## src/shared/stack_frame_pkg.sv

```systemverilog
/*
 Shared constants, types and helpers for the stack-frame instruction extension:
 opcode patterns, phase codes, register offsets and the indirect-register map.
 Assumes a 12-bit data space and a 21-bit program counter.
*/
package stack_frame_pkg;

   localparam int ADDR_W  = 12;
   localparam int PC_W    = 21;
   localparam int UPPER_W = 5;

   typedef enum logic [2:0] {
      OP_NONE, OP_ADD_RET, OP_CALL_W, OP_MOVE_ABS, OP_MOVE_IDX, OP_PUSH
   } op_type;

   typedef enum {ST_READY, ST_FIRST, ST_SECOND} state_type;

   localparam logic [1:0]  PH_DECODE  = 2'h0;
   localparam logic [1:0]  PH_FETCH   = 2'h1;
   localparam logic [1:0]  PH_PROCESS = 2'h2;
   localparam logic [1:0]  PH_WRITE   = 2'h3;

   localparam logic [15:0] ADD_RET_MASK  = 16'hFFC0;
   localparam logic [15:0] ADD_RET_VAL   = 16'hE8C0;
   localparam logic [15:0] CALL_W_WORD   = 16'h0014;
   localparam logic [15:0] MOVE_MASK     = 16'hFF80;
   localparam logic [15:0] MOVE_ABS_VAL  = 16'hEB00;
   localparam logic [15:0] MOVE_IDX_VAL  = 16'hEB80;
   localparam logic [15:0] PUSH_MASK     = 16'hFF00;
   localparam logic [15:0] PUSH_VAL      = 16'hFA00;
   localparam logic [15:0] PUSH_ALT_VAL  = 16'hEA00;
   localparam logic [15:0] SECOND_MASK   = 16'hF000;
   localparam logic [15:0] SECOND_VAL    = 16'hF000;

   localparam logic [PC_W-1:0] PC_STEP   = 21'h000002;
   localparam logic [7:0]      ZERO_BYTE = 8'h00;

   localparam logic [11:0] FP_OFF     = 12'h000;
   localparam logic [11:0] CTRL_OFF   = 12'h004;
   localparam logic [11:0] STATUS_OFF = 12'h008;
   localparam int          CTRL_ENABLE_BIT   = 0;
   localparam int          CTRL_PUSH_ALT_BIT = 1;
   localparam logic [1:0]  CTRL_RESET        = 2'h1;
   localparam logic [ADDR_W-1:0] FP_RESET    = 12'h000;

   // Each pointer owns five consecutive indirect-access registers
   localparam logic [ADDR_W-1:0] INDIRECT_BASE0 = 12'hFEB;
   localparam logic [ADDR_W-1:0] INDIRECT_BASE1 = 12'hFE3;
   localparam logic [ADDR_W-1:0] INDIRECT_BASE2 = 12'hFDB;
   localparam logic [ADDR_W-1:0] INDIRECT_SPAN  = 12'h005;

   function automatic logic is_indirect(input logic [ADDR_W-1:0] addr);
      is_indirect = (addr - INDIRECT_BASE0 < INDIRECT_SPAN) ||
                    (addr - INDIRECT_BASE1 < INDIRECT_SPAN) ||
                    (addr - INDIRECT_BASE2 < INDIRECT_SPAN);
   endfunction

   // Wraps inside the data space, so every bank is reachable
   function automatic logic [ADDR_W-1:0] frame_addr(input logic [ADDR_W-1:0] fp,
                                                    input logic [6:0]        offset);
      frame_addr = fp + {5'h00, offset};
   endfunction

endpackage

```

## src/stack_frame_instruction_ext.sv

```systemverilog
/*
 Execution of the frame-pointer extended operations, with an AHB-Lite slave
 for the frame pointer, control and status. Assumes the core presents each
 instruction word during the decode phase, and that data memory read data is
 valid combinationally in the clock in which o_mem_rd is high.
*/
// Local design decisions: the register offsets and the AHB-Lite slave port.
// What this block does
// - Add-and-return: two cycles, add literal, then reload PC from stack top.
// - Add-and-return word 1110 1000 11kk kkkk adds six bits to frame pointer.
// - Call via working register is the single word 0000 0000 0001 0100.
// - Call pushes PC plus 2, loads PC from working register and latches.
// - Call takes two cycles; second cycle is a no-operation.
// - Call never saves or restores working, status or bank select shadows.
// - Indexed-to-absolute source is frame pointer plus seven-bit offset.
// - Its destination is the 12-bit second word; written in last phase.
// - Computed addresses of both moves span the whole 4096-byte space.
// - A source on an indirect-access register moves 00h instead.
// - Indexed-to-indexed uses frame pointer plus separate seven-bit offsets.
// - Indexed destination on an indirect register makes the whole move a no-op.
// - Push literal writes at frame pointer, then decrements it, in one cycle.
// - Push opcode upper nibble is selectable, printed value by default.
`timescale 1ns/100ps
module stack_frame_instruction_ext
   import stack_frame_pkg::*;
(
   input  wire logic               i_clk_sys,
   input  wire logic               i_srst,
   input  wire logic               i_instr_valid,
   input  wire logic [15:0]        i_instr_word,
   input  wire logic [PC_W-1:0]    i_pc,
   input  wire logic [7:0]         i_working_register,
   input  wire logic [7:0]         i_pc_high_latch,
   input  wire logic [UPPER_W-1:0] i_pc_upper_latch,
   input  wire logic [PC_W-1:0]    i_return_stack_top,
   input  wire logic [7:0]         i_mem_rdata,
   output logic      [ADDR_W-1:0]  o_mem_addr,
   output logic      [7:0]         o_mem_wdata,
   output logic                    o_mem_rd,
   output logic                    o_mem_wr,
   output logic                    o_stack_push,
   output logic      [PC_W-1:0]    o_stack_push_data,
   output logic                    o_stack_pop,
   output logic                    o_pc_load,
   output logic      [PC_W-1:0]    o_pc_value,
   output logic                    o_busy,
   output logic      [1:0]         o_phase,
   input  wire logic               i_hsel,
   input  wire logic [31:0]        i_haddr,
   input  wire logic [1:0]         i_htrans,
   input  wire logic               i_hwrite,
   input  wire logic [2:0]         i_hsize,
   input  wire logic [31:0]        i_hwdata,
   input  wire logic               i_hready,
   output logic      [31:0]        o_hrdata,
   output logic                    o_hreadyout,
   output logic                    o_hresp
);

   logic [1:0]        phase;
   op_type            dec_op;

   state_type         state_reg,     state_next;
   op_type            op_reg,        op_next;
   op_type            last_op_reg,   last_op_next;
   logic [15:0]       word_reg,      word_next;
   logic [ADDR_W-1:0] fp_reg,        fp_next;
   logic [7:0]        data_reg,      data_next;
   logic              src_ind_reg,   src_ind_next;
   logic [ADDR_W-1:0] dest_reg,      dest_next;
   logic              dest_ok_reg,   dest_ok_next;
   logic [ADDR_W-1:0] mem_addr_reg,  mem_addr_next;
   logic [7:0]        wdata_reg,     wdata_next;
   logic              mem_rd_reg,    mem_rd_next;
   logic              mem_wr_reg,    mem_wr_next;
   logic              push_reg,      push_next;
   logic [PC_W-1:0]   push_data_reg, push_data_next;
   logic              pop_reg,       pop_next;
   logic              pc_load_reg,   pc_load_next;
   logic [PC_W-1:0]   pc_value_reg,  pc_value_next;
   logic              busy_reg,      busy_next;
   logic              core_fp_we;

   logic [1:0]        ctrl_reg,      ctrl_next;
   logic              wr_pend_reg,   wr_pend_next;
   logic [11:0]       wr_addr_reg,   wr_addr_next;
   logic [31:0]       hrdata_reg,    hrdata_next;
   logic              addr_take;
   logic              is_move;

   phase_gen u_phase_gen (
      .i_clk_sys (i_clk_sys),
      .i_srst    (i_srst),
      .o_phase   (phase)
   );

   ext_decode u_ext_decode (
      .i_word     (i_instr_word),
      .i_push_alt (ctrl_reg[CTRL_PUSH_ALT_BIT]),
      .o_op       (dec_op)
   );

   assign is_move = (op_reg == OP_MOVE_ABS) || (op_reg == OP_MOVE_IDX);

   // Instruction execution; strobes are one-clock pulses
   always_comb begin
      state_next     = state_reg;
      op_next        = op_reg;
      last_op_next   = last_op_reg;
      word_next      = word_reg;
      fp_next        = fp_reg;
      data_next      = data_reg;
      src_ind_next   = src_ind_reg;
      dest_next      = dest_reg;
      dest_ok_next   = dest_ok_reg;
      mem_addr_next  = mem_addr_reg;
      wdata_next     = wdata_reg;
      push_data_next = push_data_reg;
      pc_value_next  = pc_value_reg;
      mem_rd_next    = 1'b0;
      mem_wr_next    = 1'b0;
      push_next      = 1'b0;
      pop_next       = 1'b0;
      pc_load_next   = 1'b0;
      core_fp_we     = 1'b0;
      unique case (state_reg)
         ST_READY: begin
            if (phase == PH_DECODE && i_instr_valid && ctrl_reg[CTRL_ENABLE_BIT] && dec_op != OP_NONE) begin
               state_next   = ST_FIRST;
               op_next      = dec_op;
               last_op_next = dec_op;
               word_next    = i_instr_word;
            end
         end
         ST_FIRST: begin
            unique case (phase)
               PH_DECODE: begin
               end
               PH_FETCH: begin
                  if (op_reg == OP_PUSH) begin
                     mem_addr_next = fp_reg;
                     wdata_next    = word_reg[7:0];
                  end else if (is_move) begin
                     mem_addr_next = frame_addr(fp_reg, word_reg[6:0]);
                     src_ind_next  = is_indirect(frame_addr(fp_reg, word_reg[6:0]));
                  end
               end
               PH_PROCESS: begin
                  if (op_reg == OP_CALL_W) begin
                     push_next      = 1'b1;
                     push_data_next = i_pc + PC_STEP;
                  end else if (op_reg == OP_PUSH) begin
                     mem_wr_next = 1'b1;
                  end else if (is_move) begin
                     // Skipping the read avoids pointer side effects of an indirect access
                     mem_rd_next = !src_ind_reg;
                  end
               end
               PH_WRITE: begin
                  state_next = ST_READY;
                  if (op_reg == OP_ADD_RET) begin
                     fp_next    = fp_reg + {6'h00, word_reg[5:0]};
                     core_fp_we = 1'b1;
                     state_next = ST_SECOND;
                  end else if (op_reg == OP_PUSH) begin
                     fp_next    = fp_reg - 12'h001;
                     core_fp_we = 1'b1;
                  end else if (op_reg == OP_CALL_W) begin
                     // Only the program counter changes; no shadow copies are touched
                     pc_load_next  = 1'b1;
                     pc_value_next = {i_pc_upper_latch, i_pc_high_latch, i_working_register};
                     state_next    = ST_SECOND;
                  end else if (is_move) begin
                     data_next  = src_ind_reg ? ZERO_BYTE : i_mem_rdata;
                     state_next = ST_SECOND;
                  end
               end
            endcase
         end
         ST_SECOND: begin
            unique case (phase)
               PH_DECODE: begin
                  if (op_reg == OP_ADD_RET) begin
                     pc_load_next  = 1'b1;
                     pc_value_next = i_return_stack_top;
                     pop_next      = 1'b1;
                  end else if (op_reg == OP_MOVE_ABS) begin
                     dest_next    = i_instr_word[ADDR_W-1:0];
                     dest_ok_next = i_instr_valid && (i_instr_word & SECOND_MASK) == SECOND_VAL;
                  end else if (op_reg == OP_MOVE_IDX) begin
                     dest_next    = frame_addr(fp_reg, i_instr_word[6:0]);
                     dest_ok_next = i_instr_valid && (i_instr_word & SECOND_MASK) == SECOND_VAL &&
                                    !is_indirect(frame_addr(fp_reg, i_instr_word[6:0]));
                  end
               end
               PH_FETCH: begin
               end
               PH_PROCESS: begin
                  if (is_move && dest_ok_reg) begin
                     mem_addr_next = dest_reg;
                     wdata_next    = data_reg;
                     mem_wr_next   = 1'b1;
                  end
               end
               PH_WRITE: begin
                  state_next = ST_READY;
               end
            endcase
         end
      endcase
      // Instruction updates win over a bus write in the same clock
      if (wr_pend_reg && wr_addr_reg == FP_OFF && !core_fp_we) begin
         fp_next = i_hwdata[ADDR_W-1:0];
      end
      busy_next = (state_next != ST_READY);
   end

   // No status flag output exists; nothing here can alter one
   always_ff @(posedge i_clk_sys) begin
      if (i_srst) begin
         state_reg     <= ST_READY;
         op_reg        <= OP_NONE;
         last_op_reg   <= OP_NONE;
         word_reg      <= 16'h0000;
         fp_reg        <= FP_RESET;
         data_reg      <= 8'h00;
         src_ind_reg   <= 1'b0;
         dest_reg      <= 12'h000;
         dest_ok_reg   <= 1'b0;
         mem_addr_reg  <= 12'h000;
         wdata_reg     <= 8'h00;
         mem_rd_reg    <= 1'b0;
         mem_wr_reg    <= 1'b0;
         push_reg      <= 1'b0;
         push_data_reg <= 21'h000000;
         pop_reg       <= 1'b0;
         pc_load_reg   <= 1'b0;
         pc_value_reg  <= 21'h000000;
         busy_reg      <= 1'b0;
      end else begin
         state_reg     <= state_next;
         op_reg        <= op_next;
         last_op_reg   <= last_op_next;
         word_reg      <= word_next;
         fp_reg        <= fp_next;
         data_reg      <= data_next;
         src_ind_reg   <= src_ind_next;
         dest_reg      <= dest_next;
         dest_ok_reg   <= dest_ok_next;
         mem_addr_reg  <= mem_addr_next;
         wdata_reg     <= wdata_next;
         mem_rd_reg    <= mem_rd_next;
         mem_wr_reg    <= mem_wr_next;
         push_reg      <= push_next;
         push_data_reg <= push_data_next;
         pop_reg       <= pop_next;
         pc_load_reg   <= pc_load_next;
         pc_value_reg  <= pc_value_next;
         busy_reg      <= busy_next;
      end
   end

   // Bus slave: zero wait states, read data registered in the address phase
   assign addr_take = i_hsel && i_htrans[1] && i_hready;

   always_comb begin
      ctrl_next    = ctrl_reg;
      wr_pend_next = addr_take && i_hwrite;
      wr_addr_next = addr_take ? i_haddr[11:0] : wr_addr_reg;
      hrdata_next  = 32'h00000000;
      if (wr_pend_reg && wr_addr_reg == CTRL_OFF) begin
         ctrl_next = i_hwdata[1:0];
      end
      if (addr_take && !i_hwrite) begin
         unique case (i_haddr[11:0])
            FP_OFF:     hrdata_next = {20'h00000, fp_reg};
            CTRL_OFF:   hrdata_next = {30'h00000000, ctrl_reg};
            STATUS_OFF: hrdata_next = {28'h0000000, last_op_reg, busy_reg};
            default:    hrdata_next = 32'h00000000;
         endcase
      end
   end

   always_ff @(posedge i_clk_sys) begin
      if (i_srst) begin
         ctrl_reg    <= CTRL_RESET;
         wr_pend_reg <= 1'b0;
         wr_addr_reg <= 12'h000;
         hrdata_reg  <= 32'h00000000;
      end else begin
         ctrl_reg    <= ctrl_next;
         wr_pend_reg <= wr_pend_next;
         wr_addr_reg <= wr_addr_next;
         hrdata_reg  <= hrdata_next;
      end
   end

   assign o_mem_addr        = mem_addr_reg;
   assign o_mem_wdata       = wdata_reg;
   assign o_mem_rd          = mem_rd_reg;
   assign o_mem_wr          = mem_wr_reg;
   assign o_stack_push      = push_reg;
   assign o_stack_push_data = push_data_reg;
   assign o_stack_pop       = pop_reg;
   assign o_pc_load         = pc_load_reg;
   assign o_pc_value        = pc_value_reg;
   assign o_busy            = busy_reg;
   assign o_phase           = phase;
   assign o_hrdata          = hrdata_reg;
   assign o_hreadyout       = 1'b1;
   assign o_hresp           = 1'b0;

endmodule

```

## src/phase_gen.sv

```systemverilog
/*
 Four-phase sequencer: splits each instruction cycle into four clocks.
 Assumes a synchronous active-high reset.
*/
`timescale 1ns/100ps
module phase_gen
   import stack_frame_pkg::*;
(
   input  wire logic       i_clk_sys,
   input  wire logic       i_srst,
   output logic      [1:0] o_phase
);

   logic [1:0] phase_reg;
   logic [1:0] phase_next;

   always_comb begin
      phase_next = phase_reg + 2'h1;
   end

   always_ff @(posedge i_clk_sys) begin
      if (i_srst) begin
         phase_reg <= PH_DECODE;
      end else begin
         phase_reg <= phase_next;
      end
   end

   assign o_phase = phase_reg;

endmodule

```

## src/ext_decode.sv

```systemverilog
/*
 Opcode recogniser for the extended operations.
 Assumes the instruction word is stable while it is examined.
*/
`timescale 1ns/100ps
module ext_decode
   import stack_frame_pkg::*;
(
   input  wire logic [15:0] i_word,
   input  wire logic        i_push_alt,
   output op_type           o_op
);

   logic [15:0] push_val;

   always_comb begin
      push_val = i_push_alt ? PUSH_ALT_VAL : PUSH_VAL;
      o_op     = OP_NONE;
      if ((i_word & ADD_RET_MASK) == ADD_RET_VAL) begin
         o_op = OP_ADD_RET;
      end else if (i_word == CALL_W_WORD) begin
         o_op = OP_CALL_W;
      end else if ((i_word & MOVE_MASK) == MOVE_ABS_VAL) begin
         o_op = OP_MOVE_ABS;
      end else if ((i_word & MOVE_MASK) == MOVE_IDX_VAL) begin
         o_op = OP_MOVE_IDX;
      end else if ((i_word & PUSH_MASK) == push_val) begin
         o_op = OP_PUSH;
      end
   end

endmodule

```

## config.mk

```make
export PLATFORM = sky130hd
export DESIGN_NAME = stack_frame_instruction_ext
export DESIGN_NICKNAME = d
export VERILOG_FILES = /design/src/shared/stack_frame_pkg.sv /design/src/stack_frame_instruction_ext.sv /design/src/phase_gen.sv /design/src/ext_decode.sv
export SDC_FILE = /design/constraint.sdc
export NUM_CORES = 1
export LEC_CHECK = 0
export ABC_AREA = 1
export BUFFER_PORTS_ARGS = -buffer_cell sky130_fd_sc_hd__buf_2
export CORE_UTILIZATION = 48
export DETAILED_ROUTE_END_ITERATION = 10
export PLACE_DENSITY = 0.77
export SLEW_MARGIN = 20
export SYNTH_ARGS = -nofsm -noshare
export SYNTH_HDL_FRONTEND = slang
export SYNTH_HIERARCHICAL = 1
export SYNTH_SLANG_ARGS = --single-unit
```

## constraint.sdc

```tcl
create_clock -name i_clk_sys -period 2.57 [get_ports i_clk_sys]
set_input_delay 0.1285 -clock i_clk_sys [delete_from_list [all_inputs] [get_ports i_clk_sys]]
set_output_delay 0.1285 -clock i_clk_sys [all_outputs]
set_load 0.03 [all_outputs]
```

==> impl_summary.txt, run 1 <==
----------------------------------------------------
[Status]
  Status ... complete, no violations

[Critical path]
  Crit path largest cell delay ... 570 ps
  Required time at the worst-slack endpoint ... 2950 ps
  Cell family with the largest share of critical-path delay ... buffers and inverters
  Cell with the biggest individual delay on the critical path ... sky130_fd_sc_hd__dlygate4sd3_1
  Number of buffers and inverters on the critical path ... 3
  Cell Chain, Critical Path ... inv_2 > nand2_1 > nor3_4 > and2_4 > nand3_2 > nor2_4 > nand2_2 > o21ai_4 > buf_12 > o21ai_1 > a31oi_1 > dlygate4sd3_1
  Setup slack on the worst flop-to-flop path ... 100 ps
  Worst Path Arrival ... 2840 ps
  Critical path fanouts, max ... 21
  Type of destination of the critical path ... flip-flop
  Critical path launch point type ... flip-flop
  Classification of the worst setup path ... reg -> reg

[Global routing]
  Largest net degree at the start of global routing ... 68
  Vias in the first global route ... 9496
  Wire length of the first global-routing pass ... 45220 um
  Antenna violations before repair ... 0
  Gr usage total ... 28.07%
  Total congestion overflow ... 0

[Floorplanning]
  Total Die Area ... 0.02067 mm^2
  Effective utilization at floorplan ... 49.24%
  Area of the core ... 0.01959 mm^2
  Core Rows ... 51
  Top-Level Pins ... 266
  Die boundary height ... 143.8 um
  Die X-Extent ... 143.8 um

[Clock tree]
  TritonCTS clock tree ... done
  Worst-case clock buffer depth ... 2
  Total clock sinks ... 174
  Number of buffers created by CTS ... 17
  Clock root cell ... sky130_fd_sc_hd__clkbuf_16
  Number of levels in the clock H-tree ... 4
  Clock-pin slew on the worst setup and hold paths ... 70 ps
  Clock latency reported for the late side of the worst-skew pair ... 440 ps

[Hold path]
  Worst hold path class ... in -> reg

[STA]
  Setup-violating endpoint count in the final report ... 0
  Slew @ Worst Pin ... 736.8 ps
  Setup slack of the critical path after layout ... 104.2 ps
  Final critical-path share of the clock period ... 95.94%
  Setup clock skew after layout ... 10.93 ps
  Normalized max-slew margin ... 50.88%
  Setup tns final ... 0 ps
  Final hold violation count ... 0
  Timing-limited maximum frequency ... 405.6 MHz
  Clock period minus worst slack ... 2466 ps
  Number of pins with negative max-slew slack in the final report ... 0

[Synth]
  Synthesized cell area ... 0.009647 mm^2
  FF+latch count, synth ... 174
  Number of instances in the synthesized netlist ... 1408
  Top flip-flop cell by instance count after synthesis ... sky130_fd_sc_hd__dfxtp_1
  EDFF count, synth ... 0
  Sequential fraction of the synthesis area ... 36.11%
  Ys async rst share ... 0%
  Avg Cell Area, Syn ... 6.851 um^2
  Number of library cell types mapped by synthesis ... 50
  Count of synthesis-stage warnings from yosys ... 6

[Placement]
  Standard cell area after detailed placement ... 0.01086 mm^2
  Number of buffers added on ports ... 199
  Final RePlAce weighted congestion ... 0.9161
  Detailed-placement wirelength estimate ... 20420 um
  Worst setup slack before clock tree synthesis ... 61.45 ps

[Detailed routing]
  Remaining antenna violation count ... 0
  Total DRC errors in the routed layout ... 0
  Via density per instance ... 5.262
  Drt first pass iters ... 5
  Drt wl/cell ... 14.99 um
  Total wire length after detailed routing ... 29130 um
  Drt first-iter violations ... 635
  Total via count after detailed routing ... 10230

[Layout]
  Fraction of layout instances using a drive strength above 1 ... 20.01%
  Utilization after layout ... 62.36%
  Post-route design area ... 0.01222 mm^2
  Flip-flop count of the largest register after layout ... 32
  Leading cell type in the layout, fill and taps excluded ... sky130_fd_sc_hd__nand2_1
  # diodes ... 0
  Nets ... 1857
  P&R area growth vs syn ... 26.63%
  Most frequent cells in the layout ... sky130_fd_sc_hd__nand2_1, sky130_fd_sc_hd__buf_2, sky130_fd_sc_hd__dfxtp_1

[Power]
  Leakage power ... 5.741 nW
  P per Cell Area ... 486.4 mW/mm^2
  Worst IR drop on VDD ... 0.4208 mV

[Flow run]
  MaxCap Viol Count ... 0

----------------------------------------------------
-- per-stage QoR --
step                power, mW  std cells  hold WS [ps]
finish                  5.942       1944         6.992
global route            6.153       1944         20.44
CTS                     5.962       1942        0.1103
detailed placement      3.302       1846         349.8
global placement        3.297       1846         342.2
floorplan               3.130       1428         195.2
-- layer usage --
metal  wire (um)  part of all wire, %  global-route usage [%]
met5           0                    0                       0
met4        1197                  4.1                   14.33
met3        1413                  4.9                   5.498
met2       14120                   48                   47.75
met1       12400                   43                   33.53
-- cells in the mapped netlist (2+ instances only) --
library cell | instances | area share [%]
sky130_fd_sc_hd__a211oi_1 | 12 | 0.93
sky130_fd_sc_hd__a21o_1 | 2 | 0.16
sky130_fd_sc_hd__a21oi_1 | 87 | 4.5
sky130_fd_sc_hd__a22o_1 | 2 | 0.18
sky130_fd_sc_hd__a31oi_1 | 31 | 2.0
sky130_fd_sc_hd__a41oi_1 | 4 | 0.36
sky130_fd_sc_hd__and2_1 | 2 | 0.13
sky130_fd_sc_hd__buf_1 | 2 | 0.078
sky130_fd_sc_hd__buf_2 | 19 | 0.99
sky130_fd_sc_hd__buf_4 | 27 | 2.1
sky130_fd_sc_hd__buf_6 | 2 | 0.23
sky130_fd_sc_hd__clkbuf_1 | 26 | 1.0
sky130_fd_sc_hd__clkinv_1 | 2 | 0.078
sky130_fd_sc_hd__conb_1 | 2 | 0.078
sky130_fd_sc_hd__dfxtp_1 | 174 | 36
sky130_fd_sc_hd__fa_1 | 3 | 0.62
sky130_fd_sc_hd__ha_1 | 26 | 3.4
sky130_fd_sc_hd__inv_1 | 157 | 6.1
sky130_fd_sc_hd__inv_2 | 15 | 0.58
sky130_fd_sc_hd__nand2_1 | 310 | 12
sky130_fd_sc_hd__nand2_2 | 10 | 0.65
sky130_fd_sc_hd__nand3_1 | 78 | 4.0
sky130_fd_sc_hd__nand3_2 | 5 | 0.52
sky130_fd_sc_hd__nand3b_1 | 2 | 0.16
sky130_fd_sc_hd__nand4_1 | 20 | 1.3
sky130_fd_sc_hd__nor2_1 | 143 | 5.6
sky130_fd_sc_hd__nor2_2 | 7 | 0.45
sky130_fd_sc_hd__nor2_4 | 5 | 0.58
sky130_fd_sc_hd__nor3_1 | 33 | 1.7
sky130_fd_sc_hd__nor3_2 | 3 | 0.31
sky130_fd_sc_hd__nor3b_1 | 4 | 0.31
sky130_fd_sc_hd__nor4_1 | 7 | 0.45
sky130_fd_sc_hd__o211ai_1 | 7 | 0.54
sky130_fd_sc_hd__o21ai_0 | 90 | 4.7
sky130_fd_sc_hd__o21ai_1 | 33 | 1.7
sky130_fd_sc_hd__o21bai_1 | 3 | 0.23
sky130_fd_sc_hd__o221ai_1 | 4 | 0.36
sky130_fd_sc_hd__or2_2 | 4 | 0.26
sky130_fd_sc_hd__xnor2_1 | 11 | 1.0
sky130_fd_sc_hd__xor2_1 | 24 | 2.2
-- final cells by class --
type,count,area [um^2]
Fill cell,1769,7375
Multi-Input combinational cell,1004,5228
Sequential cell,174,3487
Timing Repair Buffer,295,1923
Inverter,174,659.4
Clock buffer,17,425.4
Tap cell,265,331.6
Clock inverter,15,161.4
-- cell families after synthesis --
family	synth area share (%)
and+or+nand+nor	29.18
AOI/OAI and AO/OA	16.28
buffers and inverters	11.18
DFF	36.11
xor gates and xnor gates	3.178
adders and majority gates	3.995
other	0.07785
-- report_power, final --
group | internal [mW] | switching, mW | total [mW]
logic | 0.237 | 0.356 | 0.593
clock network | 1.45 | 1.16 | 2.61
registers | 2.72 | 0.0202 | 2.74
total | 4.40 | 1.54 | 5.94
-- tightest hold or removal path: cells and delay by family --
| family | cells | cell delay (ps) |
|---|---|---|
| AOI/OAI and AO/OA | 2 | 190 |
| buffers and inverters | 1 | 80 |
-- final timing paths --
kind,depth (start not counted),from,to
worst max-delay path,12,state_reg[7],o_pc_value[10]
worst min register to register,2,wr_addr_reg[4],wr_addr_reg[4]
worst min-delay path,3,i_haddr[0],wr_addr_reg[0]
worst max register to register,12,state_reg[7],o_pc_value[10]
-- timing repair --
item                                    in CTS  in global routing
endpoints found under the setup margin       0                 17
setup buffers                                0                  1
hold endpoints to repair                    43                  0
hold buffers                                64                  0
gates resized for setup                      0                 27
Power figures use the tool's default switching activity.
==> inputs of run 2 (changes only) <==
CORE_ASPECT_RATIO = 1.4   (was not set)
==> impl_summary.txt, run 2 (synthesis gave the netlist of run 1 again) <==
----------------------------------------------------
[Status]
  Status ... complete, no violations

[Global routing]
  Antenna violations before repair ... 4 (+4)
  Total congestion overflow ... 0 (unchanged)
  Largest net degree at the start of global routing ... 43 (-37%)
  Vias in the first global route ... 9594 (+1.0%)
  Gr usage total ... 28.50% (+0.43 points)
  Wire length of the first global-routing pass ... 45940 um (+1.6%)

[Power]
  Leakage power ... 5.774 nW (+0.57%)
  Worst IR drop on VDD ... 0.4421 mV (+5.0%)
  P per Cell Area ... 474.2 mW/mm^2 (-2.5%)

[Detailed routing]
  Drt wl/cell ... 15.61 um (+4.2%)
  Routed length on met1 ... 11780 um (-5.0%)
  Total via count after detailed routing ... 10360 (+1.3%)
  Total DRC errors in the routed layout ... 0 (unchanged)
  Total wire length after detailed routing ... 30210 um (+3.7%)
  Via density per instance ... 5.355 (+1.8%)
  Top metal layer carrying routed signals ... met5
  Met3 layer wire length in the routed design ... 1687 um (+19%)
  Remaining antenna violation count ... 0 (unchanged)
  Met2 wire length ... 15070 um (+6.8%)
  Drt first pass iters ... 6 (+1)
  Drt first-iter violations ... 751 (+18%)

[Critical path]
  Critical path launch point type ... flip-flop
  Type of destination of the critical path ... flip-flop
  Classification of the worst setup path ... reg -> reg
  Worst Path Arrival ... 2800 ps (-40 ps)
  Critical path fanouts, max ... 21 (unchanged)
  Required time at the worst-slack endpoint ... 2900 ps (-50 ps)

[Placement]
  Number of instances in the placed design ... 1832 (-0.76%)
  Final RePlAce weighted congestion ... 0.9621 (+5.0%)
  Detailed-placement wirelength estimate ... 21500 um (+5.3%)
  Number of buffers added on ports ... 199 (unchanged)
  Worst setup slack before clock tree synthesis ... 53.92 ps (-7.530 ps)

[Clock tree]
  Clock latency reported for the late side of the worst-skew pair ... 440 ps (about the same)
  TritonCTS clock tree ... done
  Number of levels in the clock H-tree ... 4 (unchanged)
  Clock root cell ... sky130_fd_sc_hd__clkbuf_16
  Total clock sinks ... 174 (unchanged)
  Clock-pin slew on the worst setup and hold paths ... 70 ps (about the same)
  Worst-case clock buffer depth ... 2 (unchanged)
  Number of buffers created by CTS ... 17 (unchanged)

[STA]
  Setup-violating endpoint count in the final report ... 0 (unchanged)
  Slew @ Worst Pin ... 695.5 ps (-41.32 ps)
  RSZ-0062 raised after global routing ... yes
  Clock period minus worst slack ... 2468 ps (+1.936 ps)
  Timing-limited maximum frequency ... 405.2 MHz (about the same)
  Final hold violation count ... 0 (unchanged)
  WHS ... 13.36 ps (+6.371 ps)
  Setup slack of the critical path after layout ... 102.3 ps (-1.936 ps)
  Number of pins with negative max-slew slack in the final report ... 0 (unchanged)
  Normalized max-slew margin ... 53.63% (+2.8 points)
  Setup clock skew after layout ... 11.85 ps (+0.9145 ps)
  Final critical-path share of the clock period ... 96.02% (about the same)

[Layout]
  Nets ... 1858 (+0.054%)
  Final cell count without fillers ... 1935 (-0.46%)
  Leading cell type in the layout, fill and taps excluded ... sky130_fd_sc_hd__nand2_1
  Utilization after layout ... 61.71% (-0.65 points)
  P&R area growth vs syn ... 26.45%
  Flip-flop count of the largest register after layout ... 32 (unchanged)
  Most frequent cells in the layout ... sky130_fd_sc_hd__nand2_1, sky130_fd_sc_hd__buf_2, sky130_fd_sc_hd__dfxtp_1
  Final-layout fill cell count ... 1839 (+4.0%)
  Fraction of layout instances using a drive strength above 1 ... 20.77% (+0.76 points)

[Floorplanning]
  Effective utilization at floorplan ... 48.80% (-0.44 points)
  Core Rows ... 61 (+20%)
  Top-Level Pins ... 266 (unchanged)
  Die X-Extent ... 121.8 um (-15%)
  Total Die Area ... 0.02068 mm^2 (about the same)
  Die boundary height ... 169.7 um (+18%)
  Area of the core ... 0.01977 mm^2 (+0.91%)

[Flow run]
  MaxCap Viol Count ... 0 (unchanged)

[Hold path]
  Worst hold path class ... in -> reg

----------------------------------------------------
[run 2: cell types whose count changed in the layout (fill, tap and decap cells not counted), sizes merged]
cell,previous run,this run
inv,177,178
bufinv,2,0
diode,0,3
buf,230,235
dlygate4sd3,64,60
clkinv,7,8
[run 2: power breakdown]
group	internal (mW)	total, mW	switching [mW]	leakage [nW]
Clock	1.27	2.46	1.19	0.273
Sequential	2.72	2.74	0.0203	1.41
Combinational	0.224	0.586	0.362	4.10
[run 2: path summary, 6_finish.rpt]
| check | startpoint | end | slack (ps) | depth (start not counted) |
|---|---|---|---|---|
| max | state_reg[7] | o_pc_value[8] | 100 | 12 |
| min | i_haddr[8] | wr_addr_reg[8] | 10 | 3 |
| max reg2reg | state_reg[7] | o_pc_value[8] | 100 | 12 |
| min reg2reg | wr_addr_reg[1] | wr_addr_reg[1] | 450 | 2 |
[run 2: layout make-up]
| class | count | area [um^2] | area share (%) |
|---|---|---|---|
| tap | 252 | 315.3 | 2.585 |
| sequential | 174 | 3488 | 28.60 |
| clock buffer | 17 | 425.4 | 3.488 |
| clock inverter | 15 | 132.6 | 1.087 |
| multi-input combinational | 1004 | 5261 | 43.13 |
| timing repair buffer | 296 | 1908 | 15.64 |
| inverter | 174 | 659.4 | 5.406 |
| antenna | 3 | 7.507 | 0.06155 |
[run 2: per-layer routing]
metal / global-route usage [%] / vias up
met2: 49.37 / 413
met4: 16.05 / 2
li1: - / 5082
met3: 5.444 / 133
met5: 0 / -
met1: 32.32 / 4731
[run 2: critical path, cell delays in order, from the launching register on]
cell,delay [ps]
sky130_fd_sc_hd__dfxtp_1,310
sky130_fd_sc_hd__inv_2,70
sky130_fd_sc_hd__nand2_1,80
sky130_fd_sc_hd__nor3_4,150
sky130_fd_sc_hd__and2_4,190
sky130_fd_sc_hd__nand3_2,80
sky130_fd_sc_hd__nor2_4,170
sky130_fd_sc_hd__nand2_4,90
sky130_fd_sc_hd__o21ai_4,190
sky130_fd_sc_hd__buf_4,160
sky130_fd_sc_hd__clkbuf_16,180
sky130_fd_sc_hd__a31oi_1,110
sky130_fd_sc_hd__dlygate4sd3_1,580
[run 2: stage by stage]
| stage | TNS [ps] | total power [mW] | instance area, um^2 |
|---|---|---|---|
| after floorplan | 0 | 3.130 | 9722 |
| after detailed placement | 0 | 3.310 | 10830 |
| after global routing | -184.1 | 5.967 | 12190 |
| after global placement | 0 | 3.306 | 10830 |
| after CTS | 0 | 5.794 | 11990 |
| final | 0 | 5.784 | 12200 |
[run 2: what timing repair did]
item,CTS,global route
endpoints found under the setup margin,0,37
resized for setup,0,34
setup buffers,0,7
hold buffers,60,0
endpoints found under the hold margin,39,0
